File: src/scd_pkg.sv
package scd_pkg;
    localparam int FRAME_BITS = 16;
    // Frame bit positions
    localparam int BIT_MODE_HI = 15;
    localparam int BIT_MODE_LO = 14;
    localparam int BIT_PARITY = 13;
    localparam int BIT_RW = 12;
    localparam int BIT_SWR = 11;
    localparam int BIT_SEL = 10;
    localparam int BIT_LVL_HI = 9;
    localparam int BIT_LVL_LO = 8;
    // Response words and patterns
    localparam logic [15:0] RSP_POR = 16'h0000;
    localparam logic [15:0] RSP_PARITY_ERR = 16'hD000;
    localparam logic [15:0] RSP_COUNT_ERR = 16'hD003;
    localparam logic [15:0] RSP_RESET_DONE = 16'h2003;
    localparam logic [15:0] RSP_RESET_STEP1 = 16'h1802;
    localparam logic [15:0] RSP_CFG1_LOW = 16'h0002;
    localparam logic [7:0] RST_KEY1 = 8'hAA;
    localparam logic [7:0] RST_KEY2 = 8'h55;
    localparam logic [1:0] LEVEL_RESET = 2'h0;
    localparam logic [1:0] LATCH_RESET = 2'h0;
    // Latch durations in ms
    localparam int LATCH_MS_1 = 128;
    localparam int LATCH_MS_2 = 256;
    localparam int LATCH_MS_3 = 512;
    localparam int CLK_MHZ = 100;
    localparam int MS_NS = 1000000;
    localparam int CLK_NS = 1000 / CLK_MHZ;
    localparam int CYC_PER_MS = MS_NS / CLK_NS;
    localparam int NUM_FEN = 4;

    typedef struct packed {
        logic [1:0] sclkSync;
        logic [1:0] csSync;
        logic [1:0] mosiSync;
        logic sclkPrev;
        logic [15:0] shiftIn;
        logic [15:0] shiftOut;
        logic [4:0] bitCount;
        logic [15:0] pendingRsp;
        logic [1:0] level;
        logic [1:0] latchSel;
        logic keyArmed;
        logic resetStatus;
        logic [16:0] msDiv;
        logic msTick;
        logic [3:0][1:0] fenSync;
        logic [3:0] fenPrev;
        logic [3:0][9:0] fenTimer;
        logic [3:0] fenOut;
        logic misoOut;
    } scd_state_s;
endpackage

File: src/scd_config_decoder.sv
`timescale 1ns/10ps
module scd_config_decoder
    import scd_pkg::*;
#(
    parameter int CYC_MS = CYC_PER_MS
) (
    input wire logic mclk,
    input wire logic rst_n,
    input wire logic spiSclk,
    input wire logic spiCsN,
    input wire logic spiMosi,
    input wire logic [NUM_FEN-1:0] fire_enable_input,
    output logic spiMiso,
    output logic [1:0] firing_current_level,
    output logic [NUM_FEN-1:0] fire_enable,
    output logic softResetPulse
);
    scd_state_s st_r;
    scd_state_s st_nxt;
    logic rstPulse_r;
    logic rstPulse_nxt;
    logic frameFull;

    function automatic logic [15:0] withParity(input logic [15:0] w);
        logic [15:0] r;
        r = w;
        r[BIT_PARITY] = 1'b0;
        r[BIT_PARITY] = ~(^r);
        return r;
    endfunction

    function automatic logic [9:0] latchMs(input logic [1:0] sel);
        logic [9:0] v;
        v = 10'h000;
        unique case (sel)
            2'h1: v = 10'(LATCH_MS_1);
            2'h2: v = 10'(LATCH_MS_2);
            2'h3: v = 10'(LATCH_MS_3);
            default: v = 10'h000;
        endcase
        return v;
    endfunction

    ////////////////////////////////////////////////////////////////////////////
    // Next-state logic: sampling, frame decode, timers
    always_comb begin
        logic [15:0] f;
        logic [15:0] rsp;
        logic sclkRise;
        logic sclkFall;
        logic csRise;
        logic csFall;
        logic doReset;
        // bitCount is 0x1F while idle between frames and 0x1E once a frame runs past 16 clocks
        f = 16'h0000;
        rsp = 16'h0000;
        doReset = 1'b0;
        rstPulse_nxt = 1'b0;
        sclkRise = st_r.sclkSync[1] & ~st_r.sclkPrev;
        sclkFall = ~st_r.sclkSync[1] & st_r.sclkPrev;
        // Chip select edges come from the idle marker, which saves a previous-value bit
        csFall = !st_r.csSync[1] && st_r.bitCount == 5'h1F;
        csRise = st_r.csSync[1] && st_r.bitCount != 5'h1F;
        st_nxt = st_r;
        st_nxt.sclkSync = {st_r.sclkSync[0], spiSclk};
        st_nxt.csSync = {st_r.csSync[0], spiCsN};
        st_nxt.mosiSync = {st_r.mosiSync[0], spiMosi};
        st_nxt.sclkPrev = st_r.sclkSync[1];
        // Frame start: load pending response
        if (csFall) begin
            st_nxt.shiftOut = st_r.pendingRsp;
            st_nxt.misoOut = st_r.pendingRsp[FRAME_BITS-1];
            st_nxt.bitCount = 5'h00;
        end else if (!st_r.csSync[1]) begin
            if (sclkRise && st_r.bitCount != 5'h1E) begin
                st_nxt.shiftIn = {st_r.shiftIn[14:0], st_r.mosiSync[1]};
                st_nxt.bitCount = (st_r.bitCount == 5'h10) ? 5'h1E : 5'(st_r.bitCount + 5'h01);
            end
            if (sclkFall) begin
                st_nxt.shiftOut = {st_r.shiftOut[14:0], 1'b0};
                st_nxt.misoOut = st_r.shiftOut[14];
            end
        end
        // Frame end: decode the received word
        if (csRise) begin
            st_nxt.bitCount = 5'h1F;
            st_nxt.misoOut = 1'b0;
            f = st_r.shiftIn;
            if (st_r.bitCount != 5'h10) begin
                rsp = RSP_COUNT_ERR;
                st_nxt.keyArmed = 1'b0;
            end else if (~(^f)) begin
                rsp = RSP_PARITY_ERR;
                st_nxt.keyArmed = 1'b0;
            end else if (f[BIT_MODE_HI] || f[BIT_MODE_LO]) begin
                rsp = st_r.pendingRsp; // Other commands belong to other blocks
                st_nxt.keyArmed = 1'b0;
            end else if (!f[BIT_SEL]) begin
                st_nxt.keyArmed = 1'b0;
                if (f[BIT_RW] && !f[BIT_SWR]) begin
                    st_nxt.level = f[BIT_LVL_HI:BIT_LVL_LO];
                end else if (f[BIT_RW] && f[BIT_SWR]) begin
                    if (st_r.keyArmed && f[7:0] == RST_KEY2) begin
                        doReset = 1'b1;
                    end else if (f[7:0] == RST_KEY1) begin
                        st_nxt.keyArmed = 1'b1;
                    end
                end
                // header echoed, level as held once this frame is applied
                rsp = {f[15:10], st_nxt.level, RSP_CFG1_LOW[7:0]};
                rsp[0] = st_r.resetStatus;
                if (st_nxt.keyArmed) begin
                    rsp = RSP_RESET_STEP1 | {6'h00, st_r.level, 8'h00};
                end
            end else if (!f[BIT_SWR]) begin
                st_nxt.keyArmed = 1'b0;
                if (f[BIT_RW]) begin
                    st_nxt.latchSel = f[BIT_LVL_HI:BIT_LVL_LO];
                end
                rsp = {f[15:10], st_nxt.latchSel, 8'h00};
            end else begin
                rsp = st_r.pendingRsp;
                st_nxt.keyArmed = 1'b0;
            end
            // An ignored frame repeats the pending word untouched, so the power-on 0x0000 survives it
            st_nxt.pendingRsp = (rsp == st_r.pendingRsp) ? rsp : withParity(rsp);
            if (doReset) begin
                // settings, key, timers and divider back to reset values, status bit set, then the done word
                st_nxt.level = LEVEL_RESET;
                st_nxt.latchSel = LATCH_RESET;
                st_nxt.keyArmed = 1'b0;
                st_nxt.fenTimer = '0;
                st_nxt.fenOut = '0;
                st_nxt.msDiv = '0;
                st_nxt.resetStatus = 1'b1;
                st_nxt.pendingRsp = RSP_RESET_DONE;
                rstPulse_nxt = 1'b1;
            end
        end
        // Millisecond tick from mclk
        st_nxt.msTick = 1'b0;
        if (!doReset) begin
            if (st_r.msDiv == 17'(CYC_MS - 1)) begin
                st_nxt.msDiv = '0;
                st_nxt.msTick = 1'b1;
            end else begin
                st_nxt.msDiv = 17'(st_r.msDiv + 17'h00001);
            end
        end
        // Pulse-stretch timers: latch value sampled at start
        for (int i = 0; i < NUM_FEN; i++) begin
            st_nxt.fenSync[i] = {st_r.fenSync[i][0], fire_enable_input[i]};
            st_nxt.fenPrev[i] = st_r.fenSync[i][1];
            if (!doReset) begin
                if (st_r.fenSync[i][1] && !st_r.fenPrev[i]) begin
                    st_nxt.fenTimer[i] = latchMs(st_r.latchSel);
                    st_nxt.fenOut[i] = 1'b1;
                end else if (st_r.fenSync[i][1]) begin
                    st_nxt.fenOut[i] = 1'b1;
                end else if (st_r.fenTimer[i] != 10'h000) begin
                    st_nxt.fenOut[i] = 1'b1;
                    if (st_r.msTick) begin
                        st_nxt.fenTimer[i] = 10'(st_r.fenTimer[i] - 10'h001);
                    end
                end else begin
                    st_nxt.fenOut[i] = 1'b0;
                end
            end
        end
    end

    ////////////////////////////////////////////////////////////////////////////
    // State register; reset response is 0x0000
    always_ff @(posedge mclk) begin
        if (!rst_n) begin
            st_r <= '0;
            st_r.bitCount <= 5'h1F;
            st_r.sclkSync <= 2'h0;
            st_r.csSync <= 2'h3;
            st_r.pendingRsp <= RSP_POR;
            rstPulse_r <= 1'b0;
        end else begin
            st_r <= st_nxt;
            rstPulse_r <= rstPulse_nxt;
        end
    end

    assign spiMiso = st_r.misoOut;
    assign firing_current_level = st_r.level;
    assign fire_enable = st_r.fenOut;
    assign softResetPulse = rstPulse_r;

    ////////////////////////////////////////////////////////////////////////////
    // Checks
    a_reset_done_word: assert property (@(posedge mclk) disable iff (!rst_n)
        rstPulse_r |-> st_r.pendingRsp == RSP_RESET_DONE && st_r.level == LEVEL_RESET)
        else $error("reset done word wrong");
    a_latch_reset_val: assert property (@(posedge mclk) disable iff (!rst_n)
        rstPulse_r |-> st_r.latchSel == LATCH_RESET && st_r.fenOut == '0)
        else $error("latch not cleared");
    a_resp_odd_parity: assert property (@(posedge mclk) disable iff (!rst_n)
        $changed(st_r.pendingRsp) && !rstPulse_r |-> ^st_r.pendingRsp)
        else $error("response parity even");
    a_status_bit_set: assert property (@(posedge mclk) disable iff (!rst_n)
        $rose(st_r.resetStatus) |-> rstPulse_r)
        else $error("status set without reset");
    a_level_hold_read: assert property (@(posedge mclk) disable iff (!rst_n)
        $changed(st_r.level) |-> rstPulse_r || $past(st_r.bitCount) == 5'h10)
        else $error("level changed outside frame");
    a_fen_stretch_on: assert property (@(posedge mclk) disable iff (!rst_n)
        st_r.fenTimer[0] != 10'h000 && !rstPulse_r |=> st_r.fenOut[0] || rstPulse_r)
        else $error("stretch output dropped");
    a_reset_needs_key: assert property (@(posedge mclk) disable iff (!rst_n)
        rstPulse_r |-> $past(st_r.keyArmed))
        else $error("reset without first key");
    a_tick_period: assert property (@(posedge mclk) disable iff (!rst_n)
        st_r.msTick |=> !st_r.msTick)
        else $error("tick too often");
    c_soft_reset: cover property (@(posedge mclk) disable iff (!rst_n) rstPulse_r);
    c_key_armed: cover property (@(posedge mclk) disable iff (!rst_n) $rose(st_r.keyArmed));
    c_level_write: cover property (@(posedge mclk) disable iff (!rst_n) $changed(st_r.level));
    c_fen_stretch: cover property (@(posedge mclk) disable iff (!rst_n) $fell(st_r.fenOut[0]));
    c_count_error: cover property (@(posedge mclk) disable iff (!rst_n) st_r.pendingRsp == RSP_COUNT_ERR);

    // Frame judgement: frameFull marks the cycle in which a frame of exactly 16 clocks is decoded
    assign frameFull = st_r.csSync[1] && st_r.bitCount == 5'h10;
    a_load_pending_rsp: assert property (@(posedge mclk) disable iff (!rst_n)
        !st_r.csSync[1] && st_r.bitCount == 5'h1F |=> st_r.shiftOut == $past(st_r.pendingRsp))
        else $error("pending answer not loaded at frame start");
    a_miso_idle_low: assert property (@(posedge mclk) disable iff (!rst_n)
        st_r.csSync[1] && st_r.bitCount == 5'h1F |-> !st_r.misoOut)
        else $error("serial output not low between frames");
    a_count_err_word: assert property (@(posedge mclk) disable iff (!rst_n)
        st_r.csSync[1] && st_r.bitCount != 5'h1F && st_r.bitCount != 5'h10
        |=> st_r.pendingRsp == RSP_COUNT_ERR)
        else $error("wrong clock count not reported");
    a_parity_err_word: assert property (@(posedge mclk) disable iff (!rst_n)
        frameFull && !(^st_r.shiftIn) |=> st_r.pendingRsp == RSP_PARITY_ERR)
        else $error("parity error not reported");

    // Configuration decode: the received word stays in shiftIn until the next frame starts
    a_read_keeps_cfg: assert property (@(posedge mclk) disable iff (!rst_n)
        frameFull && !st_r.shiftIn[BIT_RW] |=> $stable(st_r.level) && $stable(st_r.latchSel))
        else $error("read frame changed a setting");
    a_level_write_val: assert property (@(posedge mclk) disable iff (!rst_n)
        frameFull && ^st_r.shiftIn && st_r.shiftIn[15:14] == 2'h0 && st_r.shiftIn[12:10] == 3'h4
        |=> st_r.level == st_r.shiftIn[BIT_LVL_HI:BIT_LVL_LO])
        else $error("current level not written");
    a_latch_write_val: assert property (@(posedge mclk) disable iff (!rst_n)
        frameFull && ^st_r.shiftIn && st_r.shiftIn[15:14] == 2'h0 && st_r.shiftIn[12:10] == 3'h5
        |=> st_r.latchSel == st_r.shiftIn[BIT_LVL_HI:BIT_LVL_LO])
        else $error("latch setting not written");
    a_level_read_rsp: assert property (@(posedge mclk) disable iff (!rst_n)
        frameFull && ^st_r.shiftIn && st_r.shiftIn[15:14] == 2'h0
        && !st_r.shiftIn[BIT_RW] && !st_r.shiftIn[BIT_SEL]
        |=> st_r.pendingRsp[9:8] == st_r.level && st_r.pendingRsp[7:1] == RSP_CFG1_LOW[7:1])
        else $error("level read answer wrong");
    a_latch_rsp_low: assert property (@(posedge mclk) disable iff (!rst_n)
        frameFull && ^st_r.shiftIn && st_r.shiftIn[15:14] == 2'h0 && st_r.shiftIn[11:10] == 2'h1
        |=> st_r.pendingRsp[9:8] == st_r.latchSel && st_r.pendingRsp[7:0] == 8'h00)
        else $error("latch answer wrong");
    a_step_one_word: assert property (@(posedge mclk) disable iff (!rst_n)
        frameFull && ^st_r.shiftIn && st_r.shiftIn[15:14] == 2'h0 && st_r.shiftIn[12:10] == 3'h6
        && st_r.shiftIn[7:0] == RST_KEY1
        |=> st_r.keyArmed && st_r.pendingRsp[12:8] == {3'h6, st_r.level}
        && st_r.pendingRsp[7:0] == RSP_RESET_STEP1[7:0])
        else $error("first key answer wrong");
    a_status_after_rst: assert property (@(posedge mclk) disable iff (!rst_n)
        rstPulse_r |-> st_r.resetStatus)
        else $error("status not set after reset");

    // Pulse stretch: each timer follows only its own input
    a_stretch_ends: assert property (@(posedge mclk) disable iff (!rst_n)
        st_r.fenTimer[1] == 10'h000 && !st_r.fenSync[1][1] |=> !st_r.fenOut[1])
        else $error("stretch output stuck high");
    a_fen_follows_in: assert property (@(posedge mclk) disable iff (!rst_n)
        st_r.fenSync[2][1] |=> st_r.fenOut[2] || rstPulse_r)
        else $error("output low while input high");
    a_latch_sampled: assert property (@(posedge mclk) disable iff (!rst_n)
        st_r.fenSync[3][1] && !st_r.fenPrev[3]
        |=> st_r.fenTimer[3] == latchMs($past(st_r.latchSel)) || rstPulse_r)
        else $error("timer not loaded from setting");
endmodule // scd_config_decoder

File: config.mk
export PLATFORM = sky130hd
export DESIGN_NAME = scd_config_decoder
export DESIGN_NICKNAME = d
export VERILOG_FILES = /design/src/scd_pkg.sv /design/src/scd_config_decoder.sv
export SDC_FILE = /design/constraint.sdc
export NUM_CORES = 1
export LEC_CHECK = 0
export BUFFER_PORTS_ARGS = -buffer_cell sky130_fd_sc_hd__buf_4
export CORE_MARGIN = 5
export CORE_UTILIZATION = 58
export CTS_CLUSTER_DIAMETER = 30
export CTS_CLUSTER_SIZE = 8
export DETAILED_ROUTE_END_ITERATION = 10
export MAX_ROUTING_LAYER = met4
export PLACE_DENSITY = 0.75
export SLEW_MARGIN = 10
export SYNTH_ARGS = -nofsm -noshare
export SYNTH_HDL_FRONTEND = slang
export SYNTH_SLANG_ARGS = --single-unit
File: constraint.sdc
create_clock -name mclk -period 7.6 [get_ports mclk]
set_input_delay 1.9 -clock mclk [delete_from_list [all_inputs] [get_ports mclk]]
set_output_delay 1.9 -clock mclk [all_outputs]
set_load 0.01 [all_outputs]
==> metrics.txt, run 1 <==
predominant post-synthesis flop cell=dfxtp_1; post_cts resized=0; most numerous cell in the Yosys netlist=dfxtp_1; Rows=40; final setup vio count=0; vias in the first global route=6008; port bufs=16; Clock Skews=0.00894 ns; RSZ-0062 raised after global routing=no; Synth Instances=864; drt wl/cell=15.0 microns; CTS Root Cell=clkbuf_16; synth warn=0; VDD IR max=174 uV; CP Data Required Time=7.89 ns; Final Hold Fails=0; Core Util, Final=65.8%; CTS Sinks=141; Mapped Area=7220 sq um; CTS tree=done; synth cell count leaders=141 x dfxtp_1, 91 x nor2_1, 86 x nand2_1; drt total wl=15700 microns; Num CTS Buffers=17; layout cells sized above 1=8.25%; CP max stage delay=0.66 ns; post-synth top area cell=dfxtp_1; period utilisation layout=43.4%; Total Power=1.74 mW; power density over the cells=218 nW/um^2; Hold-fix buffers, CTS=0; Final ANT Viol Nets=0; Worst Tran Pin Value=1.03 ns; Placer Congestion=0.922; Clock transition at path regs=0.06 ns; chip height=122 microns; via/cell ratio=5.90; starting density of the core=59.6%; core area=12100 sq um; Setup Total Neg Slack=0 ns; min cycle time layout=3.30 ns; Slew Viols, Final=0; initial antenna violation count=0; H-tree depth=4; CP max FO=17; Layout Cells excl Fill=1041; Yosys cell types=79; status=finished clean; final global-route overflow total=0; total of max-cap violations=0; Syn Nets=891; DRC violation count after routing=0; setup bufs post-CTS=0; vias=6139; total track usage=22.9%; Top Ports=17; Cell Count Post-Placement=1009; drt pass-1 iters=6; die width=122 microns; startpoint types=flip-flop; top cell type's share of synthesized area=39.1%; Synth Register Bits=141; n_diodes=0; Cell Chain, Critical Path=xnor3_1 > xnor3_2 > xnor2_2 > nand4_2 > and2_4 > nand2_1 > nor2_1; CP Data Arrival Time=3.59 ns; FFs w/ async S/R, synth=0%; first-pass GRT wire length=26900 microns; top cells by area, synth=dfxtp_1 39%, nor2_1 4.7%, nand2_1 4.5%, o21ai_0 3.9%, ha_1 3.1%; post-synthesis sequential area ratio=39.1%; worst hold slack=0.414 ns; HPWL Detailed=10700 microns; pin count of the biggest net entering global routing=71; later-pin clock latency in the skew report=0.42 ns; Slew HR=31.2%; nets@finish=887; Crit. End Element=flip-flop; syn_area_per_cell=8.35 sq um; kind of critical path=flip-flop to flip-flop; leak pwr=3.23 nW; number of synthesized flops with an enable pin=0; Layout fillers=1045; Hold Path Class=flip-flop to flip-flop; Die Area=14800 sq um; area grow syn2layout=10.5%; slowest CP cell=dfxtp_1; iteration-0 DRC count of the detailed router=464; Peak Freq=0.303 GHz; Max Buffers Root-to-Sink=2
flip-flops by register name (all words and copies together), names as in the netlist:
name and cells:
fire_enable 4, spiMiso 1, st_nxt 12, st_r 121, firing_current_level 2, softResetPulse 1
metal layers:
metal / track usage (%) / share of wire, % / vias up
met3: 4.83 / 4.2 / 41
met2: 38.0 / 50 / 162
met4: 11.6 / 2.6 / 0
met5: - / 0 / -
met1: 26.3 / 43 / 2893
li1: - / - / 3043
path summary, 6_finish.rpt:
kind,from,to,slack [ns],cells after the start
max,st_r[128],st_r[70],4.30,7
min,st_nxt[138],st_r[138],0.41,1
max reg2reg,st_r[128],st_r[70],4.30,7
min reg2reg,st_nxt[138],st_r[138],0.41,1
through the flow:
stage | setup slack, ns | area (sq um)
3_5_place_dp | 4.17 | 7380
2_1_floorplan | 4.94 | 7220
6_report | 4.30 | 7970
5_1_grt | 4.02 | 7970
3_3_place_gp | 4.22 | 7380
4_1_cts | 4.29 | 7970
critical path, delay by kind of cell (launching register included):
family | cells | cell delay (ns)
xor+xnor | 3 | 1.16
simple gates | 4 | 1.35
flops | 1 | 0.66
logic make-up after synthesis:
| kind of cell | count (synthesis) | share of synthesized area (%) |
|---|---|---|
| muxes | 21 | 3.00 |
| AOI/OAI and AO/OA | 204 | 18.8 |
| DFF | 141 | 39.1 |
| xor gates and xnor gates | 41 | 6.03 |
| adders and majority gates | 18 | 3.12 |
| and+or+nand+nor | 364 | 25.3 |
| buffers and inverters | 75 | 4.54 |
cells in the final DEF (no fill, tap or decap), drive strengths merged, types with 11 or more instances in the layout:
cell and count:
nand2b 14, xnor2 24, nor2b 14, mux2i 16
nor3 39, ha 18, inv 31, nand3 25
a21oi 44, buf 21, a21boi 18, dfxtp 141
o21ai 62, nand2 88, or3 21, and2 31
nor2 91, o211a 14, clkbuf 27, xor2 14
o211ai 11
area by class of cell:
class                      count  area [sq um]  area share, %
multi-input combinational    648          4070           51.1
tap                          168           210           2.64
timing repair buffer          21           158           1.98
sequential                   141          2820           35.4
clock inverter                 5          78.8          0.989
inverter                      31           116           1.46
clock buffer                  27           513           6.44
where the power goes:
group | internal, mW | switching (mW) | total (mW)
Sequential | 0.764 | 0.0266 | 0.791
Clock | 0.526 | 0.297 | 0.823
Combinational | 0.0536 | 0.0717 | 0.125
Total | 1.34 | 0.395 | 1.74
(Power assumes the default switching activity.)
==> run 2, diff against run 1 <==
- CORE_UTILIZATION: 58 -> 57
- PLACE_DENSITY: 0.75 -> 0.77
- clock period: 7.6 -> 3 ns (I/O delays scaled with it)
==> run 2 against run 1 <==
Core utilization shrank 0.99 points. Cell area grew 1.8%. Combinational power grew to 2.6 times the previous value. Non-clock buffer count grew 20. Wire length grew 2.9%. Final cell count grew 2.2%. Maximum frequency grew 13%. Register-to-register slack lost 4.2 ns. Sequential power grew to 2.5 times the previous value. Critical path depth grew 4. Die area grew 1.6%.
==> metrics.txt, run 2 (same netlist as run 1, synthesis figures left out) <==
status=finished clean (unchanged); Final ANT Viol Nets=0 (unchanged); nets@finish=907 (was 887); Setup Total Neg Slack=0 ns (unchanged); H-tree depth=4 (unchanged); Max Buffers Root-to-Sink=2 (unchanged); chip height=123 microns (was 122 microns); via/cell ratio=5.84 (was 5.90); Largest Register=st_r (unchanged); kind of critical path=flip-flop to flip-flop (unchanged); CTS Root Cell=clkbuf_16 (unchanged); drt total wl=16100 microns (was 15700 microns); Hold Path Class=flip-flop to flip-flop (unchanged); iteration-0 DRC count of the detailed router=482 (was 464); Clock Skews=0.00971 ns (was 0.00894 ns); first-pass GRT wire length=27200 microns (was 26900 microns); Num CTS Buffers=17 (unchanged); layout cells sized above 1=11.0% (was 8.25%); Clock transition at path regs=0.06 ns (about the same); Total Power=4.32 mW (was 1.74 mW); Top Ports=17 (unchanged); CP Data Arrival Time=3.23 ns (was 3.59 ns); CTS tree=done (unchanged); drt wl/cell=15.2 microns (was 15.0 microns); Rows=41 (was 40); Place WS=0.150 ns (was 4.17 ns); most common cell after layout, fill and taps aside=dfxtp_1 (unchanged); worst hold slack=0.438 ns (was 0.414 ns); DRC violation count after routing=0 (unchanged); later-pin clock latency in the skew report=0.43 ns (was 0.42 ns); Crit. End Element=flip-flop (unchanged); power density over the cells=533 nW/um^2 (was 218 nW/um^2); max FFs per register=121 (unchanged); HPWL Detailed=11200 microns (was 10700 microns); PnR worst setup slack=0.0906 ns (was 4.30 ns); final setup vio count=0 (unchanged); vias=6218 (was 6139); min cycle time layout=2.91 ns (was 3.30 ns); Peak Freq=0.344 GHz (was 0.303 GHz); starting density of the core=57.7% (was 59.6%); total track usage=23.2% (was 22.9%); vias in the first global route=5979 (was 6008); CP Data Required Time=3.32 ns (was 7.89 ns); Slew Viols, Final=0 (unchanged); HP Start=st_nxt[50] (was st_nxt[138]); Placer Congestion=0.926 (was 0.922); die width=123 microns (was 122 microns); period utilisation layout=97.0% (was 43.4%); most frequent cells in the layout=141 x dfxtp_1, 91 x nor2_1, 86 x nand2_1, 56 x o21ai_0, 44 x a21oi_1 (unchanged); initial antenna violation count=0 (unchanged); total of max-cap violations=0 (unchanged); leak pwr=3.31 nW (was 3.23 nW); CP Launch Point=st_r[5] (was st_r[128]); Worst Tran Pin Value=0.597 ns (was 1.03 ns); Die Area=15000 sq um (was 14800 sq um); RSZ-0062 raised after global routing=no (unchanged); drt pass-1 iters=7 (was 6); Slew HR=60.1% (was 31.2%); port bufs=16 (unchanged); startpoint types=flip-flop (unchanged); pin count of the biggest net entering global routing=31 (was 71); n_diodes=0 (unchanged); Final Hold Fails=0 (unchanged); R2R Path Start=st_r[5] (was st_r[128]); area grow syn2layout=12.4% (was 10.5%); CP max FO=7 (was 17); CTS Sinks=141 (unchanged); VDD IR max=482 uV (was 174 uV); core area=12500 sq um (was 12100 sq um); final global-route overflow total=0 (unchanged)
## run 2: cell count changes in the layout (fill, tap and decap cells not counted), sizes merged
cell | previous run | this run
clkbuf | 27 | 21
inv | 31 | 32
buf | 21 | 41
clkinvlp | 0 | 1
bufinv | 2 | 1
clkinv | 3 | 7
## run 2: critical path: stages (launching register included)
cell and delay [ns]:
dfxtp_1 0.34, inv_1 0.08, ha_1 0.18, or3b_1 0.41
or3_1 0.36, or3_4 0.38, o311ai_4 0.40, buf_4 0.19
nor2_1 0.04, o21ai_1 0.12, o22ai_1 0.11, a21o_1 0.20
## run 2: metrics by stage
step	instances	cell area (sq um)	util (%)
5_1_grt	1064	8110	64.8
2_1_floorplan	864	7220	-
3_3_place_gp	1029	7500	60.0
3_5_place_dp	1029	7500	60.0
6_report	1064	8110	64.8
4_1_cts	1060	8070	64.5
## run 2: repair_timing
item / 4_1_cts / 5_1_grt
hold buffers: 0 / 0
resized for setup: 0 / 2
endpoints found under the setup margin: 0 / 3
buffers inserted: 0 / 4
## run 2: per-layer routing
| layer | wire length (microns) | vias to the layer above | GRT usage [%] |
|---|---|---|---|
| li1 | - | 3077 | - |
| met1 | 7000 | 2957 | 26.5 |
| met2 | 8110 | 146 | 38.3 |
| met3 | 661 | 38 | 5.76 |
| met4 | 350 | 0 | 10.8 |
| met5 | 0 | - | - |
## run 2: path summary, 6_finish.rpt
kind / to / slack [ns] / cells past startpoint
setup / recovery: st_r[13] / 0.09 / 11
hold / removal: st_nxt[45] / 0.44 / 1
setup reg to reg: st_r[13] / 0.09 / 11
hold reg to reg: st_nxt[45] / 0.44 / 1
## run 2: cell type report
class,count,area [sq um]
clock inverters,10,88.8
repair buffers,41,308
clock buffers,21,480
multi-input cells,648,4080
flip-flops and latches,141,2820
inverters,31,116
fillers,1054,4400
well taps,172,215
## run 2: report_power, final
group,internal [mW],switching (mW)
clock network,1.22,0.777
logic,0.139,0.184
registers,1.94,0.0687
total,3.29,1.03
